File: config.mk
export PLATFORM = sky130hd
export DESIGN_NAME = rso_top
export DESIGN_NICKNAME = d
export VERILOG_FILES = /design/src/rso_top.v
export VERILOG_INCLUDE_DIRS = /design/src /design/src/include
export SDC_FILE = /design/constraint.sdc
export NUM_CORES = 1
export LEC_CHECK = 0
export ABC_AREA = 1
export BUFFER_PORTS_ARGS = -buffer_cell sky130_fd_sc_hd__clkbuf_2
export CELL_PAD_IN_SITES_DETAIL_PLACEMENT = 2
export CELL_PAD_IN_SITES_GLOBAL_PLACEMENT = 2
export CORE_UTILIZATION = 30
export CTS_BUF_LIST = sky130_fd_sc_hd__clkbuf_16
export DETAILED_ROUTE_END_ITERATION = 7
export PLACE_DENSITY = 0.83
export SLEW_MARGIN = 30
export SYNTH_ARGS = -nofsm -noshare
export SYNTH_HDL_FRONTEND = slang
export SYNTH_SLANG_ARGS = --single-unit
File: constraint.sdc
create_clock -name i_ref_clk -period 2.2 [get_ports i_ref_clk]
set_input_delay 0.22 -clock i_ref_clk [delete_from_list [all_inputs] [get_ports i_ref_clk]]
set_output_delay 0.22 -clock i_ref_clk [all_outputs]
set_load 0.05 [all_outputs]
File: src/include/rso_defs.vh
`ifndef RSO_DEFS_VH
`define RSO_DEFS_VH
// =====================================================================
// frame geometry (zero-based row and column)
`define RSO_LAST_COL 15'd17279
`define RSO_LAST_ROW 4'd8
`define RSO_OH_ROWS 4'd3
`define RSO_OH_COLS 15'd576
`define RSO_SECOND_FRAMING_COL 15'd192
`define RSO_TRACE_COL 15'd384
`define RSO_DCC_TWO_COL 15'd192
`define RSO_DCC_THREE_COL 15'd384
`define RSO_PARITY_ROW 4'd1
`define RSO_DCC_ROW 4'd2
`define RSO_SCR_PRESET 7'h7f
// =====================================================================
// timing
`define RSO_CLK_PERIOD_NS 100
`define RSO_AIS_LIMIT_US 250
`define RSO_AIS_LIMIT_CYC (`RSO_AIS_LIMIT_US * 1000 / `RSO_CLK_PERIOD_NS)
`define RSO_FRAME_US 125
`define RSO_TRACE_PERSIST 2'd2
// =====================================================================
// register map
`define RSO_ADDR_CTRL 8'h00
`define RSO_ADDR_TX_TRACE 8'h04
`define RSO_ADDR_EXP_TRACE 8'h08
`define RSO_ADDR_ACC_TRACE 8'h0c
`define RSO_ADDR_STATUS 8'h10
`define RSO_ADDR_ERR_COUNT 8'h14
`define RSO_CTRL_MON_BIT 0
`define RSO_CTRL_TIM_DIS_BIT 1
`define RSO_CTRL_SSF_USE_BIT 2
`define RSO_CTRL_RESET 3'h5
`define RSO_ERR_MAX 16'hffff
`endif

File: src/rso_top.v
`timescale 1ns/1ps
// Behaviour
// - insert first then second framing byte runs
// - write transmitted trace value into trace byte
// - parity of previous scrambled frame into parity byte
// - scramble with 1+x6+x7 length 127
// - preset all ones at row 1 column 577
// - descrambler identical to transmit scrambler
// - compare received parity, flag block error
// - extract trace byte, present accepted trace value
// - mismatch defect from accepted versus expected trace
// - server fail or mismatch drives alarm and trail fail
// - receive output all ones under alarm
// - payload bytes fill payload positions
// - payload all ones while server fail active
// - all ones runs at frame byte rate
// - unconnected server fail treated as inactive
// - data channel bytes into three channel positions
// - sinks extract data, fail equals trail fail
// - octet stream framed, timing carried alongside
`include "rso_defs.vh"
module rso_top #(
  parameter [7:0] FIRST_FRAMING_VALUE = 8'hf6,
  parameter [7:0] SECOND_FRAMING_VALUE = 8'h28
) (
  input wire i_ref_clk,
  input wire i_rst_n,
  input wire [7:0] i_addr,
  input wire [31:0] i_wdata,
  input wire i_wr,
  input wire i_rd,
  output reg [31:0] o_rdata,
  input wire i_tx_frame_start,
  input wire [7:0] i_tx_payload,
  input wire i_tx_server_fail,
  input wire [7:0] i_tx_dcc,
  output wire o_tx_payload_take,
  output wire o_tx_dcc_take,
  output reg [7:0] o_tx_data,
  output reg o_tx_frame_start,
  input wire i_rx_frame_start,
  input wire [7:0] i_rx_data,
  input wire i_rx_server_fail,
  output reg [7:0] o_rx_data,
  output reg o_rx_frame_start,
  output reg o_rx_payload_valid,
  output reg o_rx_dcc_valid,
  output reg o_rx_trail_fail,
  output reg o_rx_payload_fail,
  output reg o_rx_dcc_fail,
  output reg o_near_end_block_error,
  output wire [7:0] o_accepted_trace,
  output wire o_trace_mismatch_report
);

  // ===================================================================
  // scrambler step over one byte: {next state, keystream byte}
  function [14:0] rso_scr_step;
    input [6:0] st;
    reg [6:0] s;
    reg [7:0] ks;
    integer i;
    begin
      s = st;
      ks = 8'h00;
      for (i = 7; i >= 0; i = i - 1) begin
        ks[i] = s[6];
        s = {s[5:0], s[6] ^ s[5]};
      end
      rso_scr_step = {s, ks};
    end
  endfunction

  // ===================================================================
  // frame position counters, index 0 transmit, 1 receive
  wire [1:0] frame_start;
  wire [29:0] cur_col;
  wire [7:0] cur_row;
  assign frame_start = {i_rx_frame_start, i_tx_frame_start};

  genvar g;
  generate
    for (g = 0; g < 2; g = g + 1) begin : g_pos
      reg [14:0] col_reg;
      reg [3:0] row_reg;
      wire [14:0] col;
      wire [3:0] row;
      assign col = frame_start[g] ? 15'd0 : col_reg;
      assign row = frame_start[g] ? 4'd0 : row_reg;
      assign cur_col[g*15 +: 15] = col;
      assign cur_row[g*4 +: 4] = row;
      always @(posedge i_ref_clk or negedge i_rst_n) begin
        if (!i_rst_n) begin
          col_reg <= 15'd0;
          row_reg <= 4'd0;
        end else if (col == `RSO_LAST_COL) begin
          col_reg <= 15'd0;
          row_reg <= (row == `RSO_LAST_ROW) ? 4'd0 : row + 4'd1;
        end else begin
          col_reg <= col + 15'd1;
          row_reg <= row;
        end
      end
    end
  endgenerate

  wire [14:0] tc = cur_col[14:0];
  wire [3:0] tr = cur_row[3:0];
  wire [14:0] rc = cur_col[29:15];
  wire [3:0] rr = cur_row[7:4];

  // ===================================================================
  // registers
  reg [2:0] ctrl_reg;
  reg [7:0] tx_trace_reg;
  reg [7:0] exp_trace_reg;
  reg [15:0] err_count_reg;
  reg [7:0] acc_trace_reg;
  reg trace_mismatch_defect;

  wire monitoring_active = ctrl_reg[`RSO_CTRL_MON_BIT];
  wire trace_mismatch_disable = ctrl_reg[`RSO_CTRL_TIM_DIS_BIT];
  wire ssf_use = ctrl_reg[`RSO_CTRL_SSF_USE_BIT];

  // ===================================================================
  // transmit: overhead insertion, payload and channel adaptation
  wire tx_first = (tr == 4'd0) && (tc == 15'd0);
  wire tx_in_oh = (tr < `RSO_OH_ROWS) && (tc < `RSO_OH_COLS);
  wire tx_unscr = (tr == 4'd0) && (tc < `RSO_OH_COLS);
  wire tx_dcc_pos = (tr == `RSO_DCC_ROW) &&
    ((tc == 15'd0) || (tc == `RSO_DCC_TWO_COL) ||
     (tc == `RSO_DCC_THREE_COL));
  wire tx_preset = (tr == 4'd0) && (tc == `RSO_OH_COLS);
  // server fail counts only when marked connected
  wire server_fail_action = i_tx_server_fail & ssf_use;

  assign o_tx_payload_take = !tx_in_oh;
  assign o_tx_dcc_take = tx_dcc_pos;

  reg [6:0] tx_scr_reg;
  reg [7:0] tx_bip_acc_reg;
  reg [7:0] tx_bip_hold_reg;
  reg [7:0] tx_clear;
  wire [6:0] tx_scr_in = tx_preset ? `RSO_SCR_PRESET : tx_scr_reg;
  wire [14:0] tx_step = rso_scr_step(tx_scr_in);
  wire [7:0] tx_out = tx_unscr ? tx_clear : tx_clear ^ tx_step[7:0];

  always @* begin
    tx_clear = 8'h00;
    if (!tx_in_oh) begin
      if (server_fail_action)
        tx_clear = 8'hff;
      else
        tx_clear = i_tx_payload;
    end else if (tr == 4'd0) begin
      if (tc < `RSO_SECOND_FRAMING_COL)
        tx_clear = FIRST_FRAMING_VALUE;
      else if (tc < `RSO_TRACE_COL)
        tx_clear = SECOND_FRAMING_VALUE;
      else if (tc == `RSO_TRACE_COL)
        tx_clear = tx_trace_reg;
    end else if ((tr == `RSO_PARITY_ROW) && (tc == 15'd0)) begin
      tx_clear = tx_bip_hold_reg;
    end else if (tx_dcc_pos) begin
      tx_clear = i_tx_dcc;
    end
  end

  always @(posedge i_ref_clk or negedge i_rst_n) begin
    if (!i_rst_n) begin
      tx_scr_reg <= `RSO_SCR_PRESET;
      tx_bip_acc_reg <= 8'h00;
      tx_bip_hold_reg <= 8'h00;
      o_tx_data <= 8'h00;
      o_tx_frame_start <= 1'b0;
    end else begin
      tx_scr_reg <= tx_step[14:8];
      tx_bip_acc_reg <= (tx_first ? 8'h00 : tx_bip_acc_reg) ^ tx_out;
      if (tx_first)
        tx_bip_hold_reg <= tx_bip_acc_reg;
      o_tx_data <= tx_out;
      o_tx_frame_start <= tx_first;
    end
  end

  // ===================================================================
  // receive: descramble, parity check, trace, alarms, sinks
  wire rx_first = (rr == 4'd0) && (rc == 15'd0);
  wire rx_in_oh = (rr < `RSO_OH_ROWS) && (rc < `RSO_OH_COLS);
  wire rx_unscr = (rr == 4'd0) && (rc < `RSO_OH_COLS);
  wire rx_dcc_pos = (rr == `RSO_DCC_ROW) &&
    ((rc == 15'd0) || (rc == `RSO_DCC_TWO_COL) ||
     (rc == `RSO_DCC_THREE_COL));
  wire rx_preset = (rr == 4'd0) && (rc == `RSO_OH_COLS);
  wire rx_parity_pos = (rr == `RSO_PARITY_ROW) && (rc == 15'd0);
  wire rx_trace_pos = (rr == 4'd0) && (rc == `RSO_TRACE_COL);

  reg [6:0] rx_scr_reg;
  reg [7:0] rx_bip_acc_reg;
  reg [7:0] rx_bip_hold_reg;
  reg [7:0] rx_cand_reg;
  reg [1:0] rx_same_reg;
  wire [6:0] rx_scr_in = rx_preset ? `RSO_SCR_PRESET : rx_scr_reg;
  wire [14:0] rx_step = rso_scr_step(rx_scr_in);
  wire [7:0] rx_clear = rx_unscr ? i_rx_data :
    i_rx_data ^ rx_step[7:0];
  wire rx_block_err = rx_parity_pos &&
    ((rx_clear ^ rx_bip_hold_reg) != 8'h00);
  wire all_ones_insert_action = i_rx_server_fail |
    trace_mismatch_defect;
  wire trail_fail_action = all_ones_insert_action;

  assign o_accepted_trace = acc_trace_reg;
  assign o_trace_mismatch_report = monitoring_active &
    trace_mismatch_defect;

  always @(posedge i_ref_clk or negedge i_rst_n) begin
    if (!i_rst_n) begin
      rx_scr_reg <= `RSO_SCR_PRESET;
      rx_bip_acc_reg <= 8'h00;
      rx_bip_hold_reg <= 8'h00;
      rx_cand_reg <= 8'h00;
      rx_same_reg <= 2'd0;
      acc_trace_reg <= 8'h00;
      trace_mismatch_defect <= 1'b0;
      o_rx_data <= 8'h00;
      o_rx_frame_start <= 1'b0;
      o_rx_payload_valid <= 1'b0;
      o_rx_dcc_valid <= 1'b0;
      o_rx_trail_fail <= 1'b0;
      o_rx_payload_fail <= 1'b0;
      o_rx_dcc_fail <= 1'b0;
      o_near_end_block_error <= 1'b0;
    end else begin
      rx_scr_reg <= rx_step[14:8];
      // parity runs over the received, still scrambled bytes
      rx_bip_acc_reg <= (rx_first ? 8'h00 : rx_bip_acc_reg) ^ i_rx_data;
      if (rx_first)
        rx_bip_hold_reg <= rx_bip_acc_reg;
      o_near_end_block_error <= rx_block_err;
      // trace accepted after three equal frames in a row
      if (rx_trace_pos) begin
        rx_cand_reg <= rx_clear;
        if (rx_clear != rx_cand_reg) begin
          // any change restarts the run of equal sightings
          rx_same_reg <= 2'd0;
        end else begin
          // third equal sighting in a row takes the value
          if (rx_same_reg == (`RSO_TRACE_PERSIST - 2'd1))
            acc_trace_reg <= rx_clear;
          // run count saturates, so a steady trace stays accepted
          if (rx_same_reg != `RSO_TRACE_PERSIST)
            rx_same_reg <= rx_same_reg + 2'd1;
        end
      end
      trace_mismatch_defect <= !trace_mismatch_disable &&
        (acc_trace_reg != exp_trace_reg);
      o_rx_data <= all_ones_insert_action ? 8'hff : rx_clear;
      o_rx_frame_start <= rx_first;
      o_rx_payload_valid <= !rx_in_oh;
      o_rx_dcc_valid <= rx_dcc_pos;
      o_rx_trail_fail <= trail_fail_action;
      o_rx_payload_fail <= trail_fail_action;
      o_rx_dcc_fail <= trail_fail_action;
    end
  end

  // ===================================================================
  // register bus
  wire err_clr = i_wr && (i_addr == `RSO_ADDR_ERR_COUNT);

  always @(posedge i_ref_clk or negedge i_rst_n) begin
    if (!i_rst_n) begin
      ctrl_reg <= `RSO_CTRL_RESET;
      tx_trace_reg <= 8'h00;
      exp_trace_reg <= 8'h00;
      err_count_reg <= 16'h0000;
    end else begin
      if (i_wr && (i_addr == `RSO_ADDR_CTRL))
        ctrl_reg <= i_wdata[2:0];
      if (i_wr && (i_addr == `RSO_ADDR_TX_TRACE))
        tx_trace_reg <= i_wdata[7:0];
      if (i_wr && (i_addr == `RSO_ADDR_EXP_TRACE))
        exp_trace_reg <= i_wdata[7:0];
      // a new error in the clearing cycle is kept
      if (o_near_end_block_error) begin
        if (err_clr)
          err_count_reg <= 16'h0001;
        else if (err_count_reg != `RSO_ERR_MAX)
          err_count_reg <= err_count_reg + 16'h0001;
      end else if (err_clr) begin
        err_count_reg <= 16'h0000;
      end
    end
  end

  // ===================================================================
  // read word selection, unmapped offsets read zero
  reg [31:0] rd_word;

  always @* begin
    rd_word = 32'h00000000;
    case (i_addr)
      `RSO_ADDR_CTRL: rd_word = {29'h0, ctrl_reg};
      `RSO_ADDR_TX_TRACE: rd_word = {24'h0, tx_trace_reg};
      `RSO_ADDR_EXP_TRACE: rd_word = {24'h0, exp_trace_reg};
      `RSO_ADDR_ACC_TRACE: rd_word = {24'h0, acc_trace_reg};
      `RSO_ADDR_STATUS: rd_word = {28'h0, server_fail_action,
        o_rx_trail_fail, o_trace_mismatch_report, trace_mismatch_defect};
      `RSO_ADDR_ERR_COUNT: rd_word = {16'h0, err_count_reg};
      default: rd_word = 32'h00000000;
    endcase
  end

  // read data stands for the one cycle after the strobe only
  always @(posedge i_ref_clk or negedge i_rst_n) begin
    if (!i_rst_n) begin
      o_rdata <= 32'h00000000;
    end else if (i_rd) begin
      o_rdata <= rd_word;
    end else begin
      o_rdata <= 32'h00000000;
    end
  end

endmodule

Word-level counts from Yosys, hierarchy flattened

Index checks and enable logic that the tools add are counted.

Flip-flop bits (word level): 192
Bits in latches: 0
Memory bits (writable): 0
ROM bits: 0
Input bits: 72
Word-level logic and storage cells: 159
Memories: 0

Add/subtract/negate cells: 6
Multiply operators: 0
Divide/modulo/power cells: 0
Magnitude comparators: 6
Equality and inequality tests: 24
Shifts and indexed selects: 0
Mux-type cells: 33
Bitwise logic cells: 25
Reduce and logical (&&, ||, !) cells: 38

Operators by type and width:

| operator                | number |
|---|---|
| $mux W8                 | 13 |
| $pmux W16 S6            | 1 |
| $mux W16                | 4 |
| $mux W15                | 4 |
| $xor A8 B8 Y8           | 5 |
| $mux W32                | 1 |
| $add A15 B1 Y15 const B | 2 |
| $eq A15 B10 Y1 const B  | 2 |
| $eq A15 B15 Y1 const B  | 2 |
| $eq A15 B8 Y1 const B   | 2 |
| $eq A15 B9 Y1 const B   | 2 |
| $logic_not A15 Y1       | 2 |
| $lt A15 B10 Y1 const B  | 2 |
| $mux W4                 | 6 |
| $logic_and A1 B1 Y1     | 19 |
| $add A16 B1 Y16 const B | 1 |
| $eq A8 B4 Y1 const B    | 2 |
| $eq A8 B5 Y1 const B    | 2 |
| $ne A16 B16 Y1 const B  | 1 |
| $ne A8 B8 Y1            | 2 |
| $xor A1 B1 Y1           | 16 |
| $lt A15 B8 Y1 const B   | 1 |
| $lt A15 B9 Y1 const B   | 1 |
| $mux W7                 | 2 |
| other kinds (21)        | 37 |

Depth between registers and ports, before layout

Gate-level depths: netlist (run 1).

Depth after elaboration: 12
Depth in mapped cells: 20
Depth with buffers taken out: 20

Least setup slack after synthesis (run 1)

No wires, ideal clock.

Kind: input-to-reg
Start point: input port i_tx_frame_start
End point: register tx_bip_acc_reg[0]
Library setup time: 0.116 ns
Arrival: 2.280 ns
Data required time: 2.084 ns
Path slack: -0.196 ns
Cell stages on the path: 17
Cells stage by stage: buf_4 > nor2_1 > inv_1 > ha_1 > nand2_1 > nor2_1 > nand2_1 > nand2_1 > nand2_1 > clkinv_1 > nand3_1 > nand2_1 > nand2_1 > nand2_1 > or2_1 > nand3_1 > nand2_1

Longest elaborated chain between the ends: 12
Elaborated cells between the ends (all ways): 34
Those cells by class: order compare: 4; eq/ne: 5; mux: 12; bitwise: 3; reduce/logical: 10

RTL lines:

| what                                                                       | line          | source |
|---|---|---|
| start: declaration                                                         | rso_top.v:33  | `input wire i_tx_frame_start,` |
| $mux W15                                                                   | rso_top.v:88  | `assign col = frame_start[g] ? 15'd0 : col_reg;` |
| $eq A15 B8 Y1 (no source line) / $logic_not A15 Y1 (equally long branches) | n/a           |  |
| $logic_or A1 B1 Y1 (2 in series)                                           | rso_top.v:131 | `` ((tc == 15'd0) \|\| (tc == `RSO_DCC_TWO_COL) \|\| `` |
| $logic_and A1 B1 Y1 *                                                      | rso_top.v:130 | `` wire tx_dcc_pos = (tr == `RSO_DCC_ROW) && `` |
| net o_tx_dcc_take                                                          | rso_top.v:38  | `output wire o_tx_dcc_take,` |
| $mux W8 *                                                                  | rso_top.v:164 | `end else if (tx_dcc_pos) begin` |
| $mux W8 *                                                                  | rso_top.v:162 | `` end else if ((tr == `RSO_PARITY_ROW) && (tc == 15'd0)) begin `` |
| $mux W8 *                                                                  | rso_top.v:155 | `end else if (tr == 4'd0) begin` |
| $mux W8 *                                                                  | rso_top.v:150 | `if (!tx_in_oh) begin` |
| $xor A8 B8 Y8                                                              | rso_top.v:146 | `wire [7:0] tx_out = tx_unscr ? tx_clear : tx_clear ^ tx_step[7:0];` |
| $mux W8 *                                                                  | rso_top.v:146 |  |
| $xor A8 B8 Y8 *                                                            | rso_top.v:178 | `tx_bip_acc_reg <= (tx_first ? 8'h00 : tx_bip_acc_reg) ^ tx_out;` |
| end signal: assignment                                                     | rso_top.v:178 |  |
| end: declaration                                                           | rso_top.v:141 | `reg [7:0] tx_bip_acc_reg;` |

The timed path passes the listed nets; every way through them passes the cells marked *.
A chain may end at the register's enable or synchronous reset.

Worst setup path after layout (run 1)

Start point: register g_pos[1].row_reg[1]
End point: register acc_trace_reg[1], in the netlist o_accepted_trace[1]

Longest elaborated chain between the ends: 10
Elaborated cells between the ends (all ways): 12
Those cells by class: eq/ne: 1; mux: 3; bitwise: 3; reduce/logical: 5

RTL lines:

| what                               | line                                        | source |
|---|---|---|
| start: declaration                 | rso_top.v:85                                | `reg [3:0] row_reg;` |
| start signal: assignment           | rso_top.v:98                                | `` row_reg <= (row == `RSO_LAST_ROW) ? 4'd0 : row + 4'd1; `` |
| start signal: assignment           | rso_top.v:101                               | `row_reg <= row;` |
| $mux W4 *                          | rso_top.v:89                                | `assign row = frame_start[g] ? 4'd0 : row_reg;` |
| $logic_not A4 Y1 *                 | rso_top.v:190, rso_top.v:194, rso_top.v:196 |  |
| $logic_and A1 B1 Y1                | rso_top.v:194                               | `` wire rx_preset = (rr == 4'd0) && (rc == `RSO_OH_COLS); `` |
| $mux W7                            | rso_top.v:203                               | `` wire [6:0] rx_scr_in = rx_preset ? `RSO_SCR_PRESET : rx_scr_reg; `` |
| $xor A1 B1 Y1                      | rso_top.v:68                                | `s = {s[5:0], s[6] ^ s[5]};` |
| $xor A8 B8 Y8                      | rso_top.v:206                               | `i_rx_data ^ rx_step[7:0];` |
| $mux W8                            | rso_top.v:205                               | `wire [7:0] rx_clear = rx_unscr ? i_rx_data :` |
| $ne A8 B8 Y1                       | rso_top.v:244                               | `if (rx_clear != rx_cand_reg) begin` |
| $not A1 Y1 (no source line)        | n/a                                         |  |
| $reduce_and A3 Y1 (no source line) | n/a                                         |  |
| end signal: assignment             | rso_top.v:250                               | `acc_trace_reg <= rx_clear;` |
| end: declaration                   | rso_top.v:118                               | `reg [7:0] acc_trace_reg;` |

Every way passes the cells marked *; elsewhere a longest branch is shown, timed or not.

==> metrics.txt, run 1 <==
Hold Crit Class in2reg; total wire length 43,300 microns; area of the core 31,500 sq um; leading area contributor after synthesis dfrtp_1; worst clock skew 19.5 ps; DR pass1 iterations 5; total power 7.86 mW; DR iter-0 viols 396; Skew-Pair Late Insertion Delay 470 ps; Final setup viols 48; H-Tree Depth 4; Inst Count DP 1,826; failing checks negative setup slack; clk slew on worst S/H paths 70 ps; unrepaired setup endpoints after global routing yes; max reg flops 30; Synth area leaders dfrtp_1 42%, nand2_1 12%, inv_1 7.4%; setup ws final -552 ps; Die Area 32,700 sq um; Post-Syn Area 9590 sq um; final period utilization 125%; Final HPWL DP 26,700 microns; Rel. slew slack 41.8%; largest net degree at the start of global routing 54; pwr dens 579 nW/um^2; first-pass GRT wire length 60,400 microns; # nets final 1,582; FILL cells 3,472; Ant. Diodes 0; FMAX 363 MHz; maxcap violations 0; routed vias 9,641; layout cells sized above 1 39.3%; Die X 181 microns; critical path launch point type flop; final core occ 43.1%; path type of the worst setup path reg2reg; pre-CTS setup slack -447 ps; Worst Setup End Kind flop; GRT overflow 0; hold slack 56.4 ps; Slew Viols, Final 0; CTS tree built; Crit path arrival time 3150 ps; gp weighted congestion 0.821; DR WL/cell 22.7 microns; initial core utilization 30.5%; Static Leak 6.73 nW; Synth top area share 41.8%; GRT Util Overall 24.1%; Ys Warns 0; Min Clock Period, post-route 2750 ps; final setup TNS -8050 ps; IO Count 139; Placed Area 11,600 sq um; initial antenna violation count 1; CTS root buf clkbuf_16; IO Port Bufs 98; maximum root-to-sink buffer count 2; status finished with violations; Via-to-Cell Ratio 5.05; CP max FO 8; Final Hold Viols 0; required time of the critical path 2590 ps; synthesis-stage register bit count 176; CTS sink cnt 176; cell area after layout 13,600 sq um; Gate Count Post-Synth 1,199; maximum vdd ir drop 0.000552 V; drt drc 0; Die H 181 microns; sequential share of the synthesized area 46.2%; library cells used by synthesis 55; worst slew pin tran 869 ps; post-route antenna net violation count 0; Syn Area/Cell 7.99 sq um; TritonCTS Buffers 17; Row Count 65; area delta synth->final 41.5%; Post-Layout Cell Count 1,910; number of global-route vias before repair 10,800
==> path summary, 6_finish.rpt <==
check,slack (ps),cells after the start,end,start
worst max-delay path,-550,19,o_accepted_trace[1]$_DFFE_PN0P_,g_pos[1].row_reg[1]$_DFF_PN0_
worst min-delay path,60,3,exp_trace_reg[6]$_DFFE_PN0P_,i_wdata[6]
worst max register to register,-550,19,o_accepted_trace[1]$_DFFE_PN0P_,g_pos[1].row_reg[1]$_DFF_PN0_
worst min register to register,480,2,tx_bip_hold_reg[3]$_DFFE_PN0P_,tx_bip_acc_reg[3]$_DFF_PN0_
max in group asynchronous,1040,3,ctrl_reg[0]$_DFFE_PN1P_,i_rst_n
min in group asynchronous,310,2,g_pos[0].col_reg[14]$_DFF_PN0_,i_rst_n
==> layer usage <==
layer / vias to the layer above / wire [microns] / track usage (%)
met1: 4954 / 15800 / 25.5
met2: 235 / 24200 / 45.6
li1: 4346 / - / -
met4: 2 / 1820 / 11.1
met3: 104 / 1440 / 4.50
met5: - / 13 / 0
==> cells in the final DEF (no fill, tap or decap), types with 16 or more instances in the layout <==
cell type / instances
o21ai_0: 57
nand2_4: 20
clkbuf_16: 18
dfrtp_1: 160
clkbuf_2: 95
conb_1: 16
nand2_2: 76
nand2_1: 226
xor2_1: 39
nand4_1: 18
a21oi_1: 26
nand3_2: 25
dfstp_2: 16
nand3_1: 43
inv_2: 29
nor2_1: 74
nor2_4: 27
inv_1: 161
nor2_2: 21
buf_4: 171
==> cell families after synthesis <==
| logic type | count (synthesis) | share of synthesized area (%) |
|---|---|---|
| flops | 176 | 46.2 |
| xor+xnor | 52 | 4.75 |
| other cells | 1 | 0.0391 |
| buf+inv | 230 | 10.0 |
| compound gates | 135 | 8.29 |
| fa+ha+maj | 15 | 1.96 |
| simple gates | 590 | 28.8 |
==> layout make-up <==
class | instances | area (sq um) | area share [%]
timing repair inverter | 2 | 11.3 | 0.0830
sequential | 176 | 4420 | 32.6
timing repair buffer | 291 | 2140 | 15.8
tap | 402 | 503 | 3.71
clock inverter | 15 | 155 | 1.14
multi-input combinational | 810 | 5140 | 37.9
clock buffer | 17 | 425 | 3.14
inverter | 197 | 763 | 5.63
==> critical path: stages, from the launching register on <==
cell and delay, ps:
dfrtp_1 400, inv_2 70, nor2_2 50, inv_2 80
ha_4 130, inv_2 50, nor2_4 290, nand3_4 240
buf_6 210, nand2_8 70, nand3_4 90, nand2_2 70
nand2_1 70, nand2_2 110, nand2_2 80, nor2_4 150
nand4_4 210, nand2_1 170, nand2_1 80, inv_1 70
==> synthesized netlist by cell type, drive strengths merged <==
cell type	count
o211ai	7
a41oi	1
o21ai	64
dfstp	16
nor2b	1
a21oi	27
o21a	1
clkinv	1
conb	1
a21o	1
nand3	77
nor4	6
xnor2	10
a32o	1
a22oi	2
o22ai	9
a31oi	4
nand2	323
or2	2
inv	196
ha	15
a2bb2oi	1
clkbuf	7
a32oi	1
and2	1
xor2	42
nor3	24
nor3b	1
and3	2
o2111ai	1
dfrtp	160
nor2	122
a211oi	4
nand3b	11
buf	26
a221oi	11
nand4	20
==> what timing repair did <==
action	in CTS	in global routing
buffers inserted	25	21
cloned	4	1
hold buffers	1	0
gates resized for setup	84	180
pin swaps	31	96
endpoints found under the hold margin	42	0
endpoints found under the setup margin	59	96
==> where the power goes <==
| group | switching, mW | internal, mW |
|---|---|---|
| combinational | 0.704 | 0.368 |
| sequential | 0.171 | 3.43 |
| clock | 1.58 | 1.60 |
| total | 2.45 | 5.40 |
No activity file was read; power rests on OpenSTA's default activity.
==> run 2, diff against run 1 <==
--- a/config.mk
+++ b/config.mk
@@ -8,12 +8,13 @@
 export LEC_CHECK = 0
 export ABC_AREA = 1
 export BUFFER_PORTS_ARGS = -buffer_cell sky130_fd_sc_hd__clkbuf_2
+export CAP_MARGIN = 20
 export CELL_PAD_IN_SITES_DETAIL_PLACEMENT = 2
 export CELL_PAD_IN_SITES_GLOBAL_PLACEMENT = 2
 export CORE_UTILIZATION = 30
 export CTS_BUF_LIST = sky130_fd_sc_hd__clkbuf_16
 export DETAILED_ROUTE_END_ITERATION = 7
-export PLACE_DENSITY = 0.83
+export PLACE_DENSITY = 0.8
 export SLEW_MARGIN = 30
 export SYNTH_ARGS = -nofsm -noshare
 export SYNTH_HDL_FRONTEND = slang
==> constraint.sdc (replaced) <==
create_clock -name i_ref_clk -period 3.1 [get_ports i_ref_clk]
set_input_delay 0.31 -clock i_ref_clk [delete_from_list [all_inputs] [get_ports i_ref_clk]]
set_output_delay 0.31 -clock i_ref_clk [all_outputs]
set_load 0.05 [all_outputs]
==> run 2 against run 1 <==
  * The flow now finishes without violations
  * Register-to-register slack better by 940 ps
  * Highest routed layer is now met4
  * Die area unchanged
  * Design area is 17% lower
==> metrics.txt, run 2 (same netlist as run 1, synthesis figures left out) <==
status complete, no violations (was finished with violations); routed vias 8,349 (was 9,641); TritonCTS Buffers 17 (unchanged); gp weighted congestion 0.824 (was 0.821); Final Hold Viols 0 (unchanged); DR WL/cell 17.0 microns (was 22.7 microns); post-route antenna net violation count 0 (unchanged); Final HPWL DP 22,800 microns (was 26,700 microns); Die Area 32,700 sq um (unchanged); commonest non-fill, non-tap cell in the layout nand2_1 (unchanged); area delta synth->final 17.1% (was 41.5%); GRT overflow 0 (unchanged); Row Count 65 (unchanged); Slew Viols, Final 0 (unchanged); CTS tree built (unchanged); DR pass1 iterations 4 (was 5); Via-to-Cell Ratio 4.80 (was 5.05); worst clock skew 10.7 ps (was 19.5 ps); Worst Setup End Kind output port (was flop); Final setup viols 0 (was 48); Die H 181 microns (unchanged); path type of the worst setup path reg2out (was reg2reg); required time of the critical path 2790 ps (was 2590 ps); Inst Count DP 1,703 (was 1,826); Die X 181 microns (unchanged); CTS root buf clkbuf_16 (unchanged); initial core utilization 30.5% (unchanged); Min Clock Period, post-route 2710 ps; largest net degree at the start of global routing 69 (was 54); post_cts resized 0 (was 84); highest-count cells in the layout ignoring fill and taps 297 x nand2_1, 192 x inv_1, 160 x dfrtp_1 (was 226 x nand2_1, 171 x buf_4, 161 x inv_1); maximum vdd ir drop 0.000364 V (was 0.000552 V); Static Leak 5.64 nW (was 6.73 nW); # nets final 1,408 (was 1,582); FILL cells 3,651 (was 3,472); first-pass GRT wire length 49,200 microns (was 60,400 microns); clk slew on worst S/H paths 70 ps (about the same); unrepaired setup endpoints after global routing no (was yes); GRT Util Overall 19.0% (was 24.1%); initial antenna violation count 2 (was 1); CTS sink cnt 176 (unchanged); maximum root-to-sink buffer count 2 (unchanged); critical path launch point type flop (unchanged); Multi-input gate area 4260 sq um (was 5140 sq um); max reg flops 30 (unchanged); drt drc 0 (unchanged); final period utilization 87.3%; IO Count 139 (unchanged); pwr dens 474 nW/um^2 (was 579 nW/um^2); DR iter-0 viols 317 (was 396); final setup TNS 0 ps (was -8050 ps); total wire length 29,600 microns (was 43,300 microns); maxcap violations 0 (unchanged); Crit path arrival time 2400 ps (was 3150 ps); number of global-route vias before repair 9,416 (was 10,800); FMAX 369 MHz; postcts setup bufs 0 (was 25); H-Tree Depth 4 (unchanged); area of the core 31,500 sq um (unchanged); Rel. slew slack 50.8% (was 41.8%); CTS Hold Buffers Added 1 (unchanged); worst slew pin tran 736 ps (was 869 ps); Post-Layout Cell Count 1,738 (was 1,910); Skew-Pair Late Insertion Delay 450 ps (was 470 ps); register area 4420 sq um (unchanged); IO Port Bufs 98 (unchanged); layout cells sized above 1 17.2% (was 39.3%); CP max FO 9 (was 8); Hold Crit Class in2reg (unchanged)
==> run 2: cell count changes in the layout (fill, tap and decap cells not counted), moves of 21 or more <==
cell / change
nor2_4: -21
inv_1: +31
buf_4: -151
inv_2: -22
nor2_1: +33
nand2_1: +71
nand2_2: -59
nand3_1: +24
==> run 2: metal layers <==
metal  vias up  GRT usage [%]  share of wire (%)
met3        36           3.43                3.1
met5         -              0                  0
met1      4188           22.3                 43
li1       4003              -                  -
met2       122           34.5                 52
met4         0           6.46                2.0
==> run 2: cell type report <==
cell class / instances / area share, %
multi-input cells: 808 / 37.9
well taps: 402 / 4.48
flip-flops and latches: 176 / 39.4
repair buffers: 121 / 6.21
diodes: 2 / 0.0446
inverters: 197 / 6.61
clock inverters: 15 / 1.53
clock buffers: 17 / 3.79
==> run 2: report_power, final <==
part           total, mW  leakage [nW]  internal [mW]  switching, mW
clock               2.26         0.289           1.26          0.996
sequential          2.53          2.13           2.44         0.0902
combinational      0.538          3.22          0.167          0.371
==> run 2: critical path, stage by stage, from the launching register on <==
cell and delay [ps]:
dfrtp_1 350, inv_1 60, nor2_1 220, inv_1 70
ha_1 200, nand2_1 60, nor2_1 60, nand2_1 190
nand2_1 120, nand2_1 90, clkinv_1 220, clkbuf_2 320
==> run 2: through the flow <==
step                      hold slack (ps)  power [mW]  setup WS, ps  util (%)  instance area [sq um]
after CTS                             107        5.41           326      35.7                  11200
after global placement                387        3.09           336      33.7                  10600
after floorplan                      14.4        2.91           614         -                   9640
final                                 129        5.33           392      35.7                  11200
after detailed placement              392        3.12           221      33.7                  10600
after global routing                  134        5.56           128      35.7                  11200
==> run 2: path summary, 6_finish.rpt <==
path | slack (ps) | cells past startpoint | from | end
min in group asynchronous | 460 | 2 | i_rst_n | g_pos[0].col_reg[0]$_DFF_PN0_
worst max-delay path | 390 | 11 | g_pos[0].col_reg[0]$_DFF_PN0_ | o_tx_dcc_take
worst min register to register | 480 | 2 | tx_bip_hold_reg[7]$_DFFE_PN0P_ | tx_bip_hold_reg[7]$_DFFE_PN0P_
max in group asynchronous | 1700 | 3 | i_rst_n | g_pos[1].col_reg[14]$_DFF_PN0_
worst min-delay path | 130 | 3 | i_wdata[4] | tx_trace_reg[4]$_DFFE_PN0P_
worst max register to register | 390 | 18 | g_pos[1].row_reg[1]$_DFF_PN0_ | o_accepted_trace[4]$_DFFE_PN0P_
==> run 3, diff against run 2 <==
--- a/config.mk
+++ b/config.mk
@@ -11,9 +11,12 @@
 export CAP_MARGIN = 20
 export CELL_PAD_IN_SITES_DETAIL_PLACEMENT = 2
 export CELL_PAD_IN_SITES_GLOBAL_PLACEMENT = 2
+export CORE_ASPECT_RATIO = 1.4
 export CORE_UTILIZATION = 30
 export CTS_BUF_LIST = sky130_fd_sc_hd__clkbuf_16
 export DETAILED_ROUTE_END_ITERATION = 7
+export GPL_ROUTABILITY_DRIVEN = 0
+export MAX_ROUTING_LAYER = met4
 export PLACE_DENSITY = 0.8
 export SLEW_MARGIN = 30
 export SYNTH_ARGS = -nofsm -noshare
==> run 3 against run 2 <==
  * First-iteration DRC count shrank 19%
  * Register-to-register slack is essentially flat
  * Count of clock-buffer cells in the layout is the same
  * Sequential share of layout area grew 0.14 points
  * Utilization shrank 0.16 points
  * Largest cell class unchanged
==> metrics.txt, run 3 (same netlist as run 1, synthesis figures left out) <==
TritonCTS Buffers 17 (unchanged); area of the core 31,500 sq um (about the same); DR WL/cell 17.2 microns (was 17.0 microns); critical path launch point type flop (unchanged); post-route antenna net violation count 0 (unchanged); Final HPWL DP 23,200 microns (was 22,800 microns); Hold Crit Class in2reg (unchanged); CTS root buf clkbuf_16 (unchanged); commonest non-fill, non-tap cell in the layout nand2_1 (unchanged); setup ws final 397 ps (was 392 ps); CP max FO 16 (was 9); pwr dens 472 nW/um^2 (was 474 nW/um^2); status complete, no violations (unchanged); CTS sink cnt 176 (unchanged); Multi-input gate area 4260 sq um (unchanged); maxcap violations 0 (unchanged); hold slack 130 ps (was 129 ps); routed vias 8,400 (was 8,349); worst clock skew 11.4 ps (was 10.7 ps); pre-CTS setup slack 160 ps (was 221 ps); DR iter-0 viols 257 (was 317); Row Count 77 (was 65); max reg flops 30 (unchanged); Skew-Pair Late Insertion Delay 460 ps (was 450 ps); area delta synth->final 16.7% (was 17.1%); final setup TNS 0 ps (unchanged); Rel. slew slack 46.0% (was 50.8%); Inst Count DP 1,694 (was 1,703); Post-Layout Cell Count 1,728 (was 1,738); Final Hold Viols 0 (unchanged); fraction of power consumed by sequential logic 48.0% (was 47.4%); path type of the worst setup path reg2reg (was reg2out); DR pass1 iterations 4 (unchanged); Int Power 3.80 mW (was 3.87 mW); IO Port Bufs 98 (unchanged); Static Leak 5.63 nW (was 5.64 nW); worst slew pin tran 807 ps (was 736 ps); first-pass GRT wire length 49,000 microns (was 49,200 microns); GRT Util Overall 19.9% (was 19.0%); FMAX 370 MHz (was 369 MHz); unrepaired setup endpoints after global routing no (unchanged); initial antenna violation count 0 (was 2); required time of the critical path 3450 ps (was 2790 ps); P_sw 1.47 mW (was 1.46 mW); FILL cells 3,658 (was 3,651); Slew Viols, Final 0 (unchanged); clock share of power 41.8% (was 42.4%); Die X 153 microns (was 181 microns); total wire length 29,800 microns (was 29,600 microns); switching portion of total power 27.9% (was 27.4%); Final setup viols 0 (unchanged); number of global-route vias before repair 9,466 (was 9,416); H-Tree Depth 4 (unchanged); CTS tree built (unchanged); maximum root-to-sink buffer count 2 (unchanged); maximum vdd ir drop 0.000288 V (was 0.000364 V); largest net degree at the start of global routing 69 (unchanged); Die H 214 microns (was 181 microns); layout cells sized above 1 17.1% (was 17.2%); drt drc 0 (unchanged); initial core utilization 30.4% (was 30.5%); Min Clock Period, post-route 2700 ps (was 2710 ps); postcts setup bufs 0 (unchanged); IO Count 139 (unchanged); Via-to-Cell Ratio 4.86 (was 4.80); Crit path arrival time 3060 ps (was 2400 ps); clk slew on worst S/H paths 70 ps (about the same); Die Area 32,700 sq um (about the same); # nets final 1,406 (was 1,408); GRT overflow 0 (unchanged); register area 4420 sq um (unchanged); highest-count cells in the layout ignoring fill and taps 297 x nand2_1, 189 x inv_1, 160 x dfrtp_1 (was 297 x nand2_1, 192 x inv_1, 160 x dfrtp_1); final period utilization 87.2% (was 87.3%); Worst Setup End Kind flop (was output port); Comb power frac 10.2% (was 10.1%)
## run 3: metrics by stage
stage / power [mW] / utilization (%) / instance area, sq um
3_3_place_gp: 3.09 / 33.6 / 10600
4_1_cts: 5.36 / 35.5 / 11200
2_1_floorplan: 2.91 / - / 9640
6_report: 5.28 / 35.5 / 11200
5_1_grt: 5.50 / 35.5 / 11200
3_5_place_dp: 3.12 / 33.6 / 10600
## run 3: cell type report
| cell class | instances | share of cell area (%) |
|---|---|---|
| timing repair buffer | 119 | 6.10 |
| inverter | 197 | 6.63 |
| antenna | 1 | 0.0224 |
| clock inverter | 15 | 1.41 |
| multi-input combinational | 808 | 38.1 |
| sequential | 176 | 39.5 |
| tap | 395 | 4.42 |
| clock buffer | 17 | 3.80 |
## run 3: path summary, 6_finish.rpt
kind | startpoint | slack (ps) | cells after the start | endpoint
worst max-delay path | g_pos[1].col_reg[10]$_DFF_PN0_ | 400 | 14 | o_accepted_trace[2]$_DFFE_PN0P_
worst min-delay path | i_wdata[7] | 130 | 3 | tx_trace_reg[7]$_DFFE_PN0P_
worst max register to register | g_pos[1].col_reg[10]$_DFF_PN0_ | 400 | 14 | o_accepted_trace[2]$_DFFE_PN0P_
worst min register to register | rx_bip_acc_reg[5]$_DFF_PN0_ | 470 | 2 | rx_bip_hold_reg[5]$_DFFE_PN0P_
max in group asynchronous | i_rst_n | 1880 | 3 | rx_scr_reg[1]$_DFF_PN1_
min in group asynchronous | i_rst_n | 430 | 2 | g_pos[0].col_reg[3]$_DFF_PN0_
## run 3: worst max-delay path: stages, from the launching register on
cell	delay, ps
dfrtp_1	400
o21ai_1	340
inv_2	130
nor2_2	170
nand3_2	340
nand2_1	190
nand2_1	110
nand2_2	110
nand2_1	60
nand2_1	120
nand4_2	190
nor2_8	220
nand3_1	100
nand2_1	80
inv_1	40
## run 3: power groups by stage
stage / logic [mW] / clock network [mW] / registers (mW)
final: 0.537 / 2.21 / 2.53
after global routing: 0.611 / 2.35 / 2.54
after CTS: 0.553 / 2.27 / 2.53
after detailed placement: 0.546 / 0 / 2.57
after global placement: 0.524 / 0 / 2.57
after floorplan: 0.349 / 0 / 2.56
## run 3: what timing repair did
| action | CTS | global route |
|---|---|---|
| hold buffers | 1 | 0 |
| endpoints found under the setup margin | 0 | 0 |
| resized for setup | 0 | 0 |
| hold endpoints to repair | 64 | 0 |
## run 3: routing by layer
layer | vias up | global-route usage [%] | wire [microns]
met5 | - | - | 0
li1 | 4003 | - | -
met3 | 40 | 3.01 | 943
met4 | 0 | 7.38 | 657
met2 | 135 | 38.0 | 16600
met1 | 4222 | 20.6 | 11600
